## config.mk

```make
export PLATFORM = sky130hd
export DESIGN_NAME = tsw_status_word
export DESIGN_NICKNAME = d
export VERILOG_FILES = /design/src/hw/tsw_pkg.sv /design/src/hw/tsw_ser_if.sv /design/src/hw/tsw_serial.sv /design/src/hw/tsw_status_word.sv
export SDC_FILE = /design/constraint.sdc
export NUM_CORES = 1
export LEC_CHECK = 0
export ABC_AREA = 1
export BUFFER_PORTS_ARGS = -buffer_cell sky130_fd_sc_hd__buf_2
export CAP_MARGIN = 20
export CORE_UTILIZATION = 40
export CTS_CLUSTER_DIAMETER = 120
export DETAILED_ROUTE_END_ITERATION = 6
export SYNTH_ARGS = -nofsm -noshare
export SYNTH_HDL_FRONTEND = slang
export SYNTH_SLANG_ARGS = --single-unit
```

## constraint.sdc

```tcl
create_clock -name core_clk -period 1.5 [get_ports core_clk]
set_clock_uncertainty 0.05 [all_clocks]
set_input_delay 0.3 -clock core_clk [delete_from_list [all_inputs] [get_ports core_clk]]
set_output_delay 0.3 -clock core_clk [all_outputs]
set_load 0.01 [all_outputs]
```

## src/hw/tsw_pkg.sv

```systemverilog
// Constants, register offsets and types for the transceiver status word.
// Assumes a single 250 MHz core clock and a synchronous active-high reset.
//
// Behaviour
// In transmit mode bit 15 is set while the holding register accepts a byte.
// In receive mode bit 15 is set once fill count reaches the threshold.
// Bit 14 is set after a power-on reset has occurred.
// In transmit mode bit 13 flags holding register underrun or overwrite.
// In receive mode bit 13 flags a byte arriving at a full queue.
// Bit 12 is set when the wake-up timer overflows.
// Bit 11 is set on a falling edge of the external event pin.
// Event flags of bits 15 to 11 clear once the word has been read.
// A serial command starting with zero reads the word; writes start with one.
// Low four bits give the offset value, bit 4 its sign.
// Host should clear the offset enable before reading for a stable offset.
// All stored status bits are zero straight after power-on.
// Bit 9 is one while the receive queue is empty.
// Bit 5 toggles for every frequency control cycle run.
// Status word leaves most significant bit first, one bit per serial clock.
package tsw_pkg;

  // Widths
  localparam int STAT_W = 16;
  localparam int FILL_W = 5;
  localparam int THR_W  = 4;
  localparam int OFFS_W = 5;
  localparam int EV_W   = 5;
  localparam int DATA_W = 32;
  localparam int ADDR_W = 4;

  // Register byte offsets
  localparam logic [ADDR_W-1:0] ADDR_STATUS   = 4'h0;
  localparam logic [ADDR_W-1:0] ADDR_CONFIG   = 4'h4;
  localparam logic [ADDR_W-1:0] ADDR_IRQ_STAT = 4'h8;
  localparam logic [ADDR_W-1:0] ADDR_IRQ_MASK = 4'hc;

  // Config fields and reset values
  localparam int CFG_TXMODE_BIT = 0;
  localparam int CFG_THR_LSB    = 4;
  localparam int CFG_OFFSEN_BIT = 8;
  localparam logic [THR_W-1:0] CFG_THR_RST    = 4'h8;
  localparam logic             CFG_OFFSEN_RST = 1'b1;

  // Event flag indices, also irq status layout
  localparam int EV_READY = 4;
  localparam int EV_POR   = 3;
  localparam int EV_ERR   = 2;
  localparam int EV_WAKE  = 1;
  localparam int EV_EXT   = 0;

  // Status word bit positions
  localparam int ST_READY  = 15;
  localparam int ST_POR    = 14;
  localparam int ST_ERR    = 13;
  localparam int ST_WAKE   = 12;
  localparam int ST_EXT    = 11;
  localparam int ST_EMPTY  = 9;
  localparam int ST_AFCTOG = 5;

  // Serial command
  localparam logic CMD_READ_BIT = 1'b0;

  typedef enum logic [1:0] {
    SER_IDLE = 2'b00,
    SER_CMD  = 2'b01,
    SER_READ = 2'b10,
    SER_SKIP = 2'b11
  } tsw_ser_state_t;

endpackage : tsw_pkg

```

## src/hw/tsw_ser_if.sv

```systemverilog
// Carries the status word to the serial engine and its read-done pulse back.
// Assumes both ends run on core_clk.
`timescale 1ns/10ps
interface tsw_ser_if;
  logic [tsw_pkg::STAT_W-1:0] statWord;
  logic                       readDone;

  modport core (output statWord, input readDone);
  modport ser  (input statWord, output readDone);
endinterface : tsw_ser_if

```

## src/hw/tsw_serial.sv

```systemverilog
// Serial command engine: decodes the first bit and shifts the status word out.
// Assumes pins are asynchronous to core_clk and the serial clock is much slower.
`timescale 1ns/10ps
module tsw_serial (
  // Clock and reset
  input  wire logic core_clk,
  input  wire logic sys_rst,
  // Status word link
  tsw_ser_if.ser    link,
  // Serial pins
  input  wire logic serSelN,
  input  wire logic serClk,
  input  wire logic serDin,
  output logic      serDout,
  output logic      serDoutEn
);

  typedef struct packed {
    logic [2:0]                 sync1;
    logic [2:0]                 sync2;
    logic [2:0]                 prev;
    tsw_pkg::tsw_ser_state_t    fsm;
    logic                       loaded;
    logic [tsw_pkg::STAT_W-1:0] shift;
    logic                       done;
  } tsw_ser_reg_t;

  tsw_ser_reg_t st_reg;
  tsw_ser_reg_t st_next;
  logic         sckRise;
  logic         sckFall;
  logic         selected;

  // Edges taken from the second sync stage only, never the first
  always_comb begin
    st_next  = st_reg;
    selected = ~st_reg.sync2[2];
    sckRise  = st_reg.sync2[1] & ~st_reg.prev[1];
    sckFall  = ~st_reg.sync2[1] & st_reg.prev[1];
    st_next.sync1 = {serSelN, serClk, serDin};
    st_next.sync2 = st_reg.sync1;
    st_next.prev  = st_reg.sync2;
    st_next.done  = 1'b0;
    unique case (st_reg.fsm)
      tsw_pkg::SER_IDLE: begin
        st_next.loaded = 1'b0;
        if (selected) st_next.fsm = tsw_pkg::SER_CMD;
      end
      tsw_pkg::SER_CMD: begin
        if (!selected) begin
          st_next.fsm = tsw_pkg::SER_IDLE;
        end else if (sckRise) begin
          // First bit picks read or write command
          st_next.fsm = (st_reg.sync2[0] == tsw_pkg::CMD_READ_BIT) ?
                        tsw_pkg::SER_READ : tsw_pkg::SER_SKIP;
        end
      end
      tsw_pkg::SER_READ: begin
        if (!selected) begin
          st_next.fsm  = tsw_pkg::SER_IDLE;
          st_next.done = st_reg.loaded; // A frame cut before the snapshot clears nothing
        end else if (sckFall) begin
          // Snapshot on first fall, then MSB first one bit per clock
          if (!st_reg.loaded) begin
            st_next.shift  = link.statWord;
            st_next.loaded = 1'b1;
          end else begin
            st_next.shift = {st_reg.shift[tsw_pkg::STAT_W-2:0], 1'b0};
          end
        end
      end
      tsw_pkg::SER_SKIP: begin
        if (!selected) st_next.fsm = tsw_pkg::SER_IDLE;
      end
    endcase
  end

  // State register
  always_ff @(posedge core_clk) begin
    if (sys_rst) begin
      st_reg      <= '0;
      st_reg.sync1 <= 3'h5; // Idle pins: select high, clock low, no false edge
      st_reg.sync2 <= 3'h5;
      st_reg.prev  <= 3'h5;
    end else begin
      st_reg <= st_next;
    end
  end

  assign serDout       = st_reg.shift[tsw_pkg::STAT_W-1];
  assign serDoutEn     = (st_reg.fsm == tsw_pkg::SER_READ);
  assign link.readDone = st_reg.done;
endmodule : tsw_serial

```

## src/hw/tsw_status_word.sv

```systemverilog
// Status word of the radio transceiver: event flags, live bits, config and irq.
// Assumes radio event inputs are on core_clk; external pin and serial pins are not.
`timescale 1ns/10ps
module tsw_status_word (
  // Clock and reset
  input  wire logic                          core_clk,
  input  wire logic                          sys_rst,
  // Register port
  input  wire logic [tsw_pkg::ADDR_W-1:0]    regAddr,
  input  wire logic [tsw_pkg::DATA_W-1:0]    regWdata,
  input  wire logic                          regWr,
  input  wire logic                          regRd,
  output logic      [tsw_pkg::DATA_W-1:0]    regRdata,
  // Serial command pins
  input  wire logic                          serSelN,
  input  wire logic                          serClk,
  input  wire logic                          serDin,
  output logic                               serDout,
  output logic                               serDoutEn,
  // Transmit path
  input  wire logic                          txHoldFree,
  input  wire logic                          txUnderrun,
  // Receive path
  input  wire logic                          rxByteValid,
  input  wire logic                          rxFull,
  input  wire logic [tsw_pkg::FILL_W-1:0]    rxFillCount,
  // Misc radio state
  input  wire logic                          wakeupOverflow,
  input  wire logic                          externalEventPin,
  input  wire logic                          lowSupply,
  input  wire logic                          signalStrength,
  input  wire logic                          dataQuality,
  input  wire logic                          clockRecoveryLock,
  // Frequency control
  input  wire logic                          afcCycleDone,
  input  wire logic [tsw_pkg::OFFS_W-1:0]    afcOffset,
  output logic                               freqOffsetEnable,
  // Mode and interrupt
  output logic                               txMode,
  output logic                               irq
);

  typedef struct packed {
    logic [tsw_pkg::EV_W-1:0]   flags;
    logic                       porSeen;
    logic                       afcToggle;
    logic [tsw_pkg::OFFS_W-1:0] offsetHold;
    logic                       extS1;
    logic                       extS2;
    logic                       extLast;
    logic                       txMode;
    logic [tsw_pkg::THR_W-1:0]  thr;
    logic                       offsEn;
    logic [tsw_pkg::EV_W-1:0]   irqStat;
    logic [tsw_pkg::EV_W-1:0]   irqMask;
    logic [tsw_pkg::DATA_W-1:0] rdata;
  } tsw_core_reg_t;

  tsw_core_reg_t              st_reg;
  tsw_core_reg_t              st_next;
  logic [tsw_pkg::EV_W-1:0]   ev;
  logic [tsw_pkg::EV_W-1:0]   w1c;
  logic [tsw_pkg::STAT_W-1:0] statWord;
  logic                       clr;
  logic                       readyCond;
  logic                       errEv;
  logic                       extEv;
  logic                       rxEmpty;

  tsw_ser_if serLink ();

  // Serial engine owns the pins and reports the end of a read frame
  tsw_serial u_serial (
    .core_clk  (core_clk),
    .sys_rst   (sys_rst),
    .link      (serLink.ser),
    .serSelN   (serSelN),
    .serClk    (serClk),
    .serDin    (serDin),
    .serDout   (serDout),
    .serDoutEn (serDoutEn)
  );

  // Event detection and word assembly
  always_comb begin
    rxEmpty   = (rxFillCount == '0);
    readyCond = st_reg.txMode ? txHoldFree
              : (rxFillCount >= {1'b0, st_reg.thr});
    errEv     = st_reg.txMode ? txUnderrun
              : (rxByteValid & rxFull);
    extEv     = st_reg.extLast & ~st_reg.extS2;
    ev                   = '0;
    ev[tsw_pkg::EV_READY] = readyCond;
    ev[tsw_pkg::EV_POR]   = ~st_reg.porSeen;
    ev[tsw_pkg::EV_ERR]   = errEv;
    ev[tsw_pkg::EV_WAKE]  = wakeupOverflow;
    ev[tsw_pkg::EV_EXT]   = extEv;
    // Offset sign sits above the four value bits
    statWord = {st_reg.flags, lowSupply, rxEmpty, signalStrength,
                dataQuality, clockRecoveryLock, st_reg.afcToggle,
                st_reg.offsetHold};
  end

  assign serLink.statWord = statWord;

  // Clear source: serial read frame end or register read of the word
  always_comb begin
    clr = serLink.readDone
        | (regRd && regAddr == tsw_pkg::ADDR_STATUS);
    w1c = '0;
    if (regWr && regAddr == tsw_pkg::ADDR_IRQ_STAT) begin
      w1c = regWdata[tsw_pkg::EV_W-1:0];
    end
  end

  // Next-state logic; every set beats a clear in the same cycle
  always_comb begin
    st_next         = st_reg;
    st_next.porSeen = 1'b1;
    st_next.flags   = ev | (st_reg.flags & ~{tsw_pkg::EV_W{clr}});
    st_next.irqStat = ev | (st_reg.irqStat & ~w1c);
    // Pin synchroniser; only extS2 feeds the edge detector
    st_next.extS1   = externalEventPin;
    st_next.extS2   = st_reg.extS1;
    st_next.extLast = st_reg.extS2;
    if (afcCycleDone) begin
      st_next.afcToggle = ~st_reg.afcToggle;
    end
    // Offset frozen while disabled so a read sees a stable value
    if (st_reg.offsEn) begin
      st_next.offsetHold = afcOffset;
    end
    if (regWr) begin
      unique case (regAddr)
        tsw_pkg::ADDR_CONFIG: begin
          st_next.txMode = regWdata[tsw_pkg::CFG_TXMODE_BIT];
          st_next.thr    = regWdata[tsw_pkg::CFG_THR_LSB +: tsw_pkg::THR_W];
          st_next.offsEn = regWdata[tsw_pkg::CFG_OFFSEN_BIT];
        end
        tsw_pkg::ADDR_IRQ_MASK: begin
          st_next.irqMask = regWdata[tsw_pkg::EV_W-1:0];
        end
        default: begin
          st_next.irqMask = st_reg.irqMask;
        end
      endcase
    end
    // Read data only in the cycle after the strobe; unmapped reads give zero
    st_next.rdata = '0;
    if (regRd) begin
      unique case (regAddr)
        tsw_pkg::ADDR_STATUS: begin
          st_next.rdata[tsw_pkg::STAT_W-1:0] = statWord;
        end
        tsw_pkg::ADDR_CONFIG: begin
          st_next.rdata[tsw_pkg::CFG_TXMODE_BIT] = st_reg.txMode;
          st_next.rdata[tsw_pkg::CFG_THR_LSB +: tsw_pkg::THR_W] = st_reg.thr;
          st_next.rdata[tsw_pkg::CFG_OFFSEN_BIT] = st_reg.offsEn;
        end
        tsw_pkg::ADDR_IRQ_STAT: begin
          st_next.rdata[tsw_pkg::EV_W-1:0] = st_reg.irqStat;
        end
        tsw_pkg::ADDR_IRQ_MASK: begin
          st_next.rdata[tsw_pkg::EV_W-1:0] = st_reg.irqMask;
        end
        default: begin
          st_next.rdata = '0;
        end
      endcase
    end
  end

  // State register; flags start clear, pin sync idles high
  always_ff @(posedge core_clk) begin
    if (sys_rst) begin
      st_reg         <= '0;
      st_reg.extS1   <= 1'b1;
      st_reg.extS2   <= 1'b1;
      st_reg.extLast <= 1'b1;
      st_reg.thr     <= tsw_pkg::CFG_THR_RST;
      st_reg.offsEn  <= tsw_pkg::CFG_OFFSEN_RST;
    end else begin
      st_reg <= st_next;
    end
  end

  // Outputs
  assign regRdata         = st_reg.rdata;
  assign txMode           = st_reg.txMode;
  assign freqOffsetEnable = st_reg.offsEn;
  assign irq              = |(st_reg.irqStat & st_reg.irqMask);
endmodule : tsw_status_word

```

Yosys cells after proc, flatten, opt, wreduce, memory -nomap -nowiden --
Index checks and enable logic that the tools add are counted.
Cells by class: mux-type cells 26, magnitude comparators 1, equality and inequality tests 11, reductions and logical operators 16, bitwise gates (word level) 21
Operator list (number):
- 2-to-1 mux 58 bit | 1
- 2-to-1 mux 17 bit | 2
- 2-to-1 mux 16 bit | 2
- 2-to-1 mux 5 bit | 4
- bitwise AND 5 bit | 3
- 2-to-1 mux 6 bit | 2
- inverter 5 bit | 2
- OR 5 bit | 2
- inverter 1 bit | 9
- one-hot mux 3 bit (3 select lines) | 1
- AND reduction 3 bit | 3
- == test 4 bit (second input constant) | 2
- 2-to-1 mux 2 bit | 4
- one-hot mux 1 bit (4 select lines) | 2
- one-hot mux 4 bit (2 select lines) | 1
- 2-to-1 mux 7 bit | 1
- one-hot mux 2 bit (3 select lines) | 1
- OR reduction 3 bit | 2
- greater-or-equal comparator 5 x 4 -> 1 bit | 1
- zero test 5 bit | 1
- OR reduction 5 bit | 1
- bitwise AND 1 bit | 4
- == test 2 bit (second input constant) | 2
- == test 4 x 3 -> 1 bit (second input constant) | 1
- other kinds (13) | 21
Storage, ports and cells: output and inout port bits 37, bits in registers 91, word-level logic and storage cells 97, input port bits 64

Longest topological paths before layout --
Gate-level depths: netlist of run 1.
depth in word-level cells 7, mapped depth 8, mapped depth without buffers 8

Cells and area by module --
From an unflattened synthesis of run 1, not the netlist that was laid out.
Unflattened totals: cell total of the unflattened synthesis 445, area, all modules 3326.9 um^2
Modules (own cells, without submodules):
- tsw_status_word | instances 1, cells an instance 278, seq. area each 940.9 um^2, area each 2129.5 um^2
- tsw_serial | instances 1, cells an instance 167, seq. area each 540.5 um^2, area each 1197.4 um^2

Worst setup path after synthesis of run 1 --
Ideal clock, no wire load.
path kind register -> register, start register st_reg[46] (netlist bit), end register st_reg[41] (netlist bit), library setup time 0.134 ns, data required time 1.316 ns, stages on the path, launching flop included 9, arrival 0.985 ns, buffers on the path 0, period minus slack after synthesis 1.168 ns, setup slack 0.332 ns, path through dfxtp_1 -> inv_1 -> ha_1 -> nand2_1 -> nand3_1 -> nor2_1 -> nand2_1 -> nand2_1 -> a21oi_1
On the way: cells in the longest elaborated chain, start to end 3
Ends and longest elaborated chain:
- start, declared | line tsw_status_word.sv:59 | tsw_core_reg_t st_reg;
- start signal, assigned | line tsw_status_word.sv:183 | st_reg <= st_next;
- greater-or-equal comparator 5 x 4 -> 1 bit | line tsw_status_word.sv:88 | : (rxFillCount >= {1'b0, st_reg.thr});
- 2-to-1 mux 1 bit | line tsw_status_word.sv:87 | readyCond = st_reg.txMode ? txHoldFree
- OR 5 bit | line tsw_status_word.sv:121 | st_next.irqStat = ev | (st_reg.irqStat & ~w1c);
Every way passes these cells. A chain may end at the register's enable or synchronous reset.

Final worst setup path of run 1 --
start register st_reg[33] (netlist bit), end output irq
On the way: cells in the longest elaborated chain, start to end 2
Ends and longest elaborated chain:
- bitwise AND 5 bit | line tsw_status_word.sv:191 | assign irq = |(st_reg.irqStat & st_reg.irqMask);
- OR reduction 5 bit | line tsw_status_word.sv:191
- end, declared | line tsw_status_word.sv:40 | output logic irq
Every way passes these cells.

==> qor.csv, run 1 <==
stage,metric,value,unit
timing,finalSetupViolCount,1,
clocking,cts_htree_levels,3,
setup_path,critPathCaptureType,output port,
global_routing,grt_usage,0.167,
clocking,clk_pin_slew,0.08,ns
power,cellPowerDensity,994,mW/mm^2
layout,fin_nets,552,
synth,avgSynthCellArea,7.64,um^2
clocking,cts_sinks,74,
setup_path,slowest_delay,0.33,ns
floorplan,dieArea,0.00864,mm^2
setup_path,crit_top_cell,nand2_1,
routing,dr.max_layer_used,met4,
placed_design,place_ws,0.119,ns
clocking,cts-root-buf,clkbuf_8,
floorplan,rows,32,
layout,finish.utilization,0.476,
synth,syn_area,0.00331,mm^2
synth,yosysTopAreaCell,dfxtp_1,
timing,fmax,658,MHz
power,ir_drop,0.749,mV
setup_path,path_class,flip-flop to output port,
global_routing,grt_pass1_wl,11.0,mm
floorplan,fp.dieW,92.9,um
setup_path,cpMaxStageDelayCell,dfxtp_2,
routing,drt-met1-wl,3.32,mm
clocking,clk_latency,0.35,ns
routing,drtAntennaViolNets,0,
clocking,tritoncts,done,
layout,areaGrowthSynthToFinish,13.0,%
routing,vias_per_cell,4.56,
layout,seqCellArea,0.00149,mm^2
global_routing,overflow,0,
timing,min_period,1.52,ns
floorplan,pin_count,101,
routing,wl_met2,3.20,mm
clocking,cts.path.max_buffers,2,
floorplan,fp.dieH,92.9,um
timing,hold_viol_final,0,
setup_path,cp_cell_sequence,nand2_1 > nand2_1 > a221oi_2 > nand2_1 > buf_2,
timing,slew_violations,0,
layout,fill_cells,815,
setup_path,crit_arrival,1.17,ns
placed_design,gp_congestion,0.875,
hold_path,hold_path_class,primary input to flip-flop,
floorplan,fp.coreArea,0.00785,mm^2
synth,synth_top_area_frac,0.448,
clocking,cts_inserted_buffers,9,
placed_design,dp_hpwl,4.95,mm
timing,period_share,1.01,
setup_path,required,1.15,ns
setup_path,critPathBufInv,1,
setup_path,path_max_fanout,2,
timing,rsz0062_at_grt,yes,
layout,drive_gt1_frac,0.262,
outcome,violations,negative setup slack,
routing,drc,0,
routing,wl_met3,364,um
layout,largest_reg_flops,19,
global_routing,grt_pass1_vias,2411,
placed_design,io_buffers,61,
setup_path,cp_top_family,flip-flops,
clocking,ctsHoldBuffers,0,
layout,multi_input_area,0.00134,mm^2
synth,synthCells,433,
setup_path,start_kind,flip-flop,
layout,antenna_cells,0,
timing,worst_slack,-0.0187,ns
synth,ys_seq_area_frac,0.448,
routing,wl_per_cell,11.8,um
power,p_leak,1.71,nW
global_routing,antenna_found_initial,0,
job,maxCapViolations,0,
synth,ys_types,36,
global_routing,grt_max_degree,34,
routing,drt_wl_total,6.99,mm
routing,first_iter_violations,96,
synth,yosys_warnings,0,
synth,ys_ff_latch,74,
outcome,status,"complete, but fails checks",
synth,synth_area_leaders,"dfxtp_1 (45%), nand2_1 (9.3%), buf_4 (7.9%)",
routing,drtPass1Iterations,5,
routing,vias,2695,
timing,fin_hold_ws,0.0840,ns
floorplan,initial_utilization,0.421,
path summary, 6_finish.rpt:
check,from,endpoint,slack [ns],cells past startpoint
worst max-delay path,st_reg[33],irq,-0.02,5
worst min-delay path,serDin,u_serial.st_next[23],0.08,2
worst max register to register,u_serial.st_reg[21],u_serial.st_reg[11],0.16,5
worst min register to register,u_serial.st_next[23],u_serial.st_next[20],0.36,1
report_power, final:
| group | total (W) | leakage [nW] | switching [W] | internal (W) |
|---|---|---|---|---|
| registers | 0.00206 | 0.606 | 0.0000366 | 0.00202 |
| logic | 0.000320 | 1.03 | 0.000197 | 0.000123 |
| clock network | 0.00134 | 0.0810 | 0.000744 | 0.000592 |
| total | 0.00371 | 1.71 | 0.000978 | 0.00274 |
cell usage in the layout (no fill, tap or decap), types with 3 or more instances in the layout:
| cell | synthesis | final |
|---|---|---|
| a21oi_1 | 35 | 35 |
| a21oi_2 | 3 | 3 |
| buf_2 | 5 | 61 |
| buf_4 | 35 | 10 |
| clkbuf_8 | 0 | 9 |
| clkinv_2 | 0 | 3 |
| clkinvlp_4 | 0 | 3 |
| conb_1 | 1 | 16 |
| dfxtp_1 | 74 | 69 |
| dfxtp_2 | 0 | 5 |
| ha_1 | 4 | 4 |
| inv_1 | 54 | 54 |
| inv_2 | 4 | 4 |
| nand2_1 | 82 | 82 |
| nand2_2 | 5 | 5 |
| nand3_1 | 19 | 19 |
| nor2_1 | 36 | 35 |
| nor2_2 | 4 | 5 |
| o21ai_0 | 23 | 23 |
| o21ai_1 | 14 | 14 |
| o22ai_2 | 3 | 3 |
| or2_2 | 7 | 7 |
cell families after synthesis:
logic type | count (synthesis) | synth area share
and+or+nand+nor | 161 | 0.216
buffers and inverters | 107 | 0.171
AOI/OAI and AO/OA | 85 | 0.146
DFF | 74 | 0.448
adders and majority gates | 4 | 0.0151
xor gates and xnor gates | 1 | 0.00265
other | 1 | 0.00113
synth_stat cells, drive strengths merged:
library cell / number
clkinv: 2
dfxtp: 74
xnor2: 1
o211ai: 2
or2: 7
nand2: 88
ha: 4
nand3: 20
nor3: 1
nor2: 42
nand3b: 1
inv: 58
o22ai: 5
conb: 1
o31ai: 1
a221oi: 1
clkbuf: 3
buf: 44
a21oi: 38
nand4: 1
nor4: 1
o21ai: 38
timing repair:
action,in CTS,in global routing
pin swaps,3,3
buffers inserted,4,0
cloned,0,1
setup endpoints to repair,1,2
resized for setup,6,2
per-layer routing:
layer  vias up  GRT usage
li1       1418          -
met5         -          0
met4         0     0.0628
met1      1204      0.206
met3         6     0.0575
met2        67      0.267
per-stage QoR:
step	cell area, um^2	instances	setup TNS, ns	total power (W)
2_1_floorplan	3360	448	0	0.00233
3_3_place_gp	3500	570	0	0.00241
3_5_place_dp	3500	570	0	0.00241
4_1_cts	3720	590	-0.0271	0.00376
5_1_grt	3740	591	-0.156	0.00391
6_report	3740	591	-0.0187	0.00371
final cells by class:
cell class                      count  share of cell area
Sequential cell                    74               0.398
Clock inverter                      7              0.0124
Timing Repair Buffer               71               0.102
Inverter                           60              0.0616
Clock buffer                        9              0.0331
Multi-Input combinational cell    268               0.359
Tap cell                          102              0.0341
Note: power is estimated with default switching activity, not from simulation.
==> run 2, diff against run 1 <==
--- a/config.mk
+++ b/config.mk
@@ -11,6 +11,7 @@
 export CORE_UTILIZATION = 40
 export CTS_CLUSTER_DIAMETER = 120
 export DETAILED_ROUTE_END_ITERATION = 6
+export MAX_ROUTING_LAYER = met4
 export SYNTH_ARGS = -nofsm -noshare
 export SYNTH_HDL_FRONTEND = slang
 export SYNTH_SLANG_ARGS = --single-unit
==> run 2 against run 1 <==
Net effect: the run still ends with negative setup slack left; worst setup slack gained 0.0087 ns; non-clock buffer count grew 1; critical path depth is the same; maximum frequency grew 0.58%; flip-flop and latch count is the same; utilization shrank 0.16 points; via count grew 0.67%; largest cell class unchanged; sequential share of layout area grew 0.13 points.
==> qor.csv, run 2 (synthesis results as in run 1) <==
stage,metric,value,unit,change
outcome,status,"complete, but fails checks",,unchanged
outcome,violations,negative setup slack,,unchanged
floorplan,pin_count,101,,unchanged
global_routing,grt_pass1_wl,11.2,mm,was 11.0 mm
layout,fin_nets,552,,unchanged
hold_path,hold_path_class,primary input to flip-flop,,unchanged
timing,finalSetupViolCount,1,,unchanged
global_routing,grt_usage,0.173,,was 0.167
routing,first_iter_violations,112,,was 96
placed_design,post_dp_cell_area,0.00351,mm^2,was 0.00350 mm^2
job,maxCapViolations,0,,unchanged
layout,areaGrowthSynthToFinish,12.6,%,was 13.0%
routing,drc,0,,unchanged
clocking,cts_sinks,74,,unchanged
timing,slew_violations,0,,unchanged
setup_path,path_max_fanout,2,,unchanged
global_routing,grt_pass1_vias,2503,,was 2411
setup_path,required,1.15,ns,about the same
routing,wl_per_cell,11.6,um,was 11.8 um
layout,final_area,0.00372,mm^2,was 0.00374 mm^2
global_routing,groute.layer.met2.usage,0.273,,was 0.267
timing,fmax,662,MHz,was 658 MHz
timing,worst_slack,-0.0100,ns,was -0.0187 ns
floorplan,initial_utilization,0.421,,unchanged
placed_design,dp_hpwl,4.99,mm,was 4.95 mm
layout,fill_cells,851,,was 815
setup_path,crit_arrival,1.16,ns,was 1.17 ns
setup_path,path_class,flip-flop to output port,,unchanged
timing,period_share,1.01,,about the same
routing,drtPass1Iterations,4,,was 5
setup_path,start_kind,flip-flop,,unchanged
timing,hold_viol_final,0,,unchanged
layout,finish.utilization,0.475,,was 0.476
floorplan,dieArea,0.00864,mm^2,unchanged
hold_path,whs_path_depth,2,,unchanged
power,p_leak,1.73,nW,was 1.71 nW
layout,largest_reg_flops,19,,unchanged
power,finalPower,0.00374,W,was 0.00371 W
global_routing,grt_busiest_layer,met2,,unchanged
layout,layoutNonFillerInstCount,590,,was 591
clocking,tritoncts,done,,unchanged
layout,drive_gt1_frac,0.256,,was 0.262
global_routing,use_met1,0.214,,was 0.206
clocking,cts-root-buf,clkbuf_8,,unchanged
clocking,clk_latency,0.34,ns,was 0.35 ns
placed_design,io_buffers,61,,unchanged
layout,antenna_cells,0,,unchanged
setup_path,r2r_cells,5,,unchanged
layout,final_cell_mix,"nand2_1 (82), dfxtp_1 (69), buf_2 (61)",,unchanged
clocking,ctsHoldBuffers,0,,unchanged
placed_design,gp_congestion,0.875,,about the same
clocking,cts_inserted_buffers,9,,unchanged
layout,final_common_cell,nand2_1,,unchanged
routing,drt_wl_total,6.84,mm,was 6.99 mm
timing,tns,-0.0100,ns,was -0.0187 ns
clocking,cts_htree_levels,3,,unchanged
floorplan,rows,32,,unchanged
clocking,clk_pin_slew,0.07,ns,was 0.08 ns
global_routing,grt_max_degree,34,,unchanged
power,ir_drop,0.528,mV,was 0.749 mV
floorplan,fp.dieH,92.9,um,unchanged
setup_path,critPathCaptureType,output port,,unchanged
power,cellPowerDensity,1000,mW/mm^2,was 994 mW/mm^2
routing,vias_per_cell,4.60,,was 4.56
global_routing,grt_util_met3,0.0353,,was 0.0575
global_routing,overflow,0,,unchanged
routing,vias,2713,,was 2695
global_routing,antenna_found_initial,0,,unchanged
floorplan,fp.coreArea,0.00785,mm^2,unchanged
timing,min_period,1.51,ns,was 1.52 ns
clocking,cts.path.max_buffers,2,,unchanged
floorplan,fp.dieW,92.9,um,unchanged
timing,rsz0062_at_grt,yes,,unchanged
routing,drtAntennaViolNets,0,,unchanged
placed_design,dp_cells,571,,was 570
## run 2: critical path, cell delays in order (launching register included)
cell,delay (ns)
dfxtp_2,0.33
nand2_1,0.06
nand2_1,0.05
a221oi_2,0.17
nand2_1,0.08
buf_2,0.14
## run 2: final timing paths
path / start / end / slack, ns
min: serDin / u_serial.st_next[23] / 0.09
max reg2reg: u_serial.st_reg[19] / u_serial.st_reg[2] / 0.14
max: st_reg[33] / irq / -0.01
min reg2reg: u_serial.st_next[24] / u_serial.st_next[21] / 0.36
## run 2: repair_timing
item                                    in CTS  in global routing
pin swaps                                    4                  1
gates resized for setup                      6                  3
endpoints found under the setup margin       1                  4
buffers inserted                             4                  0
endpoints found under the hold margin        0                  0
## run 2: through the flow
stage	setup slack (ns)	hold WS, ns
6_report	-0.0100	0.0896
5_1_grt	-0.0565	0.0834
4_1_cts	-0.0176	0.0761
3_5_place_dp	0.143	0.345
3_3_place_gp	0.165	0.340
2_1_floorplan	0.332	0.338
## run 2: layout make-up
cell class              count  area, um^2  area share
flip-flops and latches     74        1490       0.399
multi-input cells         267        1320       0.355
repair buffers             72         388       0.104
inverters                  60         230      0.0618
clock buffers              12         155      0.0417
well taps                 102         128      0.0343
clock inverters             3        15.0     0.00403
## run 2: power breakdown
group          total, W  internal, W  switching [W]  leakage [nW]
combinational  0.000321     0.000124       0.000196          1.03
sequential      0.00206      0.00202      0.0000364         0.606
clock           0.00136     0.000674       0.000686        0.0920
total           0.00374      0.00282       0.000919          1.73
## run 2: routing by layer
layer  wire length [um]  vias up
li1                   -     1420
met1               3190     1207
met2               3100       77
met3                453        9
met4                 91        0
met5                  0        -
==> run 3, diff against run 2 <==
--- a/config.mk
+++ b/config.mk
@@ -9,7 +9,7 @@
 export BUFFER_PORTS_ARGS = -buffer_cell sky130_fd_sc_hd__buf_2
 export CAP_MARGIN = 20
 export CORE_UTILIZATION = 40
-export CTS_CLUSTER_DIAMETER = 120
+export CTS_CLUSTER_DIAMETER = 200
 export DETAILED_ROUTE_END_ITERATION = 6
 export MAX_ROUTING_LAYER = met4
 export SYNTH_ARGS = -nofsm -noshare
==> constraint.sdc (replaced) <==
create_clock -name core_clk -period 1.4 [get_ports core_clk]
set_clock_uncertainty 0.05 [all_clocks]
set_input_delay 0.28 -clock core_clk [delete_from_list [all_inputs] [get_ports core_clk]]
set_output_delay 0.28 -clock core_clk [all_outputs]
set_load 0.01 [all_outputs]
==> run 3 against run 2 <==
Net effect: the run still ends with negative setup slack left; final cell count rose by 0.51%; via count rose by 0.26%; sequential share of layout area fell by 1.2 points; power rose by 20%; critical path type unchanged; largest power group unchanged.
==> qor.csv, run 3 (synthesis results as in run 1) <==
stage,metric,value,unit,change
timing,min_period,1.50,ns,
global_routing,grt_pass1_wl,11.5,mm,was 11.2 mm
routing,first_iter_violations,170,,was 112
clocking,clk_latency,0.34,ns,about the same
clocking,cts_inserted_buffers,9,,unchanged
placed_design,io_buffers,61,,unchanged
global_routing,overflow,0,,unchanged
setup_path,cpMaxStageDelayCell,dfxtp_2,,unchanged
layout,drive_gt1_frac,0.271,,was 0.256
routing,vias,2720,,was 2713
layout,antenna_cells,0,,unchanged
power,p_leak,1.76,nW,was 1.73 nW
setup_path,start_kind,flip-flop,,unchanged
floorplan,fp.dieH,92.9,um,unchanged
placed_design,gp_congestion,0.929,,was 0.875
setup_path,cp_top_family,flip-flops,,unchanged
setup_path,critPathCaptureType,output port,,unchanged
layout,final_common_cell,nand2_1,,unchanged
outcome,violations,negative setup slack,,unchanged
layout,final_cell_mix,"nand2_1 (80), dfxtp_1 (68), buf_2 (60)",,"was nand2_1 (82), dfxtp_1 (69), buf_2 (61)"
clocking,clk_pin_slew,0.07,ns,about the same
floorplan,rows,32,,unchanged
placed_design,dp_cells,574,,was 571
timing,hold_viol_final,0,,unchanged
floorplan,dieArea,0.00864,mm^2,unchanged
global_routing,grt_max_degree,34,,unchanged
global_routing,grt_busiest_layer,met2,,unchanged
power,cellPowerDensity,1170,mW/mm^2,was 1000 mW/mm^2
setup_path,crit_top_cell,nand2_2,,was nand2_1
floorplan,fp.coreArea,0.00785,mm^2,unchanged
global_routing,grt_util_met3,0.0616,,was 0.0353
setup_path,required,1.07,ns,was 1.15 ns
timing,fmax,666,MHz,
clocking,cts_htree_levels,3,,unchanged
clocking,cts.path.max_buffers,2,,unchanged
layout,layoutNonFillerInstCount,593,,was 590
timing,finalSetupViolCount,1,,unchanged
floorplan,initial_utilization,0.421,,unchanged
floorplan,pin_count,101,,unchanged
setup_path,rrSetupSlack,0.08,ns,was 0.14 ns
global_routing,use_met1,0.210,,was 0.214
floorplan,fp.dieW,92.9,um,unchanged
routing,drtPass1Iterations,4,,unchanged
layout,final_area,0.00384,mm^2,was 0.00372 mm^2
routing,vias_per_cell,4.59,,was 4.60
global_routing,antenna_found_initial,0,,unchanged
routing,drt_wl_total,7.00,mm,was 6.84 mm
clocking,cts_sinks,74,,unchanged
layout,fin_nets,554,,was 552
timing,period_share,1.07,,
timing,tns,-0.102,ns,was -0.0100 ns
clocking,tritoncts,done,,unchanged
hold_path,hold_path_class,primary input to flip-flop,,unchanged
routing,wl_per_cell,11.8,um,was 11.6 um
setup_path,path_class,flip-flop to output port,,unchanged
setup_path,critPathBufInv,1,,unchanged
global_routing,grt_pass1_vias,2540,,was 2503
setup_path,slowest_delay,0.33,ns,about the same
routing,drtAntennaViolNets,0,,unchanged
routing,drc,0,,unchanged
job,maxCapViolations,0,,unchanged
setup_path,cp_cell_sequence,nand2_2 > nand2_2 > a221oi_2 > nand2_1 > buf_2,,was nand2_1 > nand2_1 > a221oi_2 > nand2_1 > buf_2
outcome,status,"complete, but fails checks",,unchanged
global_routing,grt_usage,0.180,,was 0.173
layout,largest_reg_flops,19,,unchanged
timing,rsz0062_at_grt,yes,,unchanged
timing,worst_slack,-0.102,ns,was -0.0100 ns
placed_design,dp_hpwl,5.17,mm,was 4.99 mm
global_routing,groute.layer.met2.usage,0.289,,was 0.273
setup_path,crit_arrival,1.17,ns,was 1.16 ns
power,finalPower,0.00450,W,was 0.00374 W
power,ir_drop,0.469,mV,was 0.528 mV
clocking,cts-root-buf,clkbuf_8,,unchanged
timing,fin_hold_ws,0.0641,ns,was 0.0896 ns
layout,areaGrowthSynthToFinish,16.3,%,was 12.6%
layout,fill_cells,800,,was 851
placed_design,post_dp_cell_area,0.00355,mm^2,was 0.00351 mm^2
setup_path,path_max_fanout,2,,unchanged
clocking,ctsHoldBuffers,0,,unchanged
timing,slew_violations,0,,unchanged
run 3: worst paths after layout:
path,startpoint,to,depth (start not counted)
min reg2reg,u_serial.st_next[24],u_serial.st_next[21],2
max,st_reg[33],irq,5
min,serSelN,u_serial.st_next[25],2
max reg2reg,st_reg[45],st_reg[41],7
run 3: area by class of cell:
type | instances | area [um^2] | share of cell area
clock buffers | 11 | 131 | 0.0342
repair buffers | 74 | 422 | 0.110
clock inverters | 5 | 103 | 0.0267
flip-flops and latches | 74 | 1490 | 0.387
multi-input cells | 267 | 1340 | 0.349
well taps | 102 | 128 | 0.0332
inverters | 60 | 230 | 0.0599
run 3: report_power, final:
part	switching, W	internal (W)	leakage (nW)	total, W
clock network	0.000756	0.00118	0.114	0.00194
logic	0.000217	0.000138	1.04	0.000355
registers	0.0000423	0.00217	0.606	0.00221
total	0.00101	0.00349	1.76	0.00450
run 3: metal layers:
layer | share of wire | vias up
li1 | - | 1423
met1 | 0.46 | 1222
met2 | 0.47 | 69
met3 | 0.051 | 6
met4 | 0.013 | 0
met5 | 0 | -
run 3: per-stage QoR:
stage,util,setup slack (ns)
floorplan,-,0.232
global placement,0.452,0.0991
detailed placement,0.452,0.0772
CTS,0.486,-0.111
global route,0.490,-0.182
finish,0.490,-0.102
run 3: timing repair:
item                                    4_1_cts  5_1_grt
endpoints found under the setup margin        2        4
buffers inserted                              3        0
resized for setup                             6        7
pin swaps                                     3        2
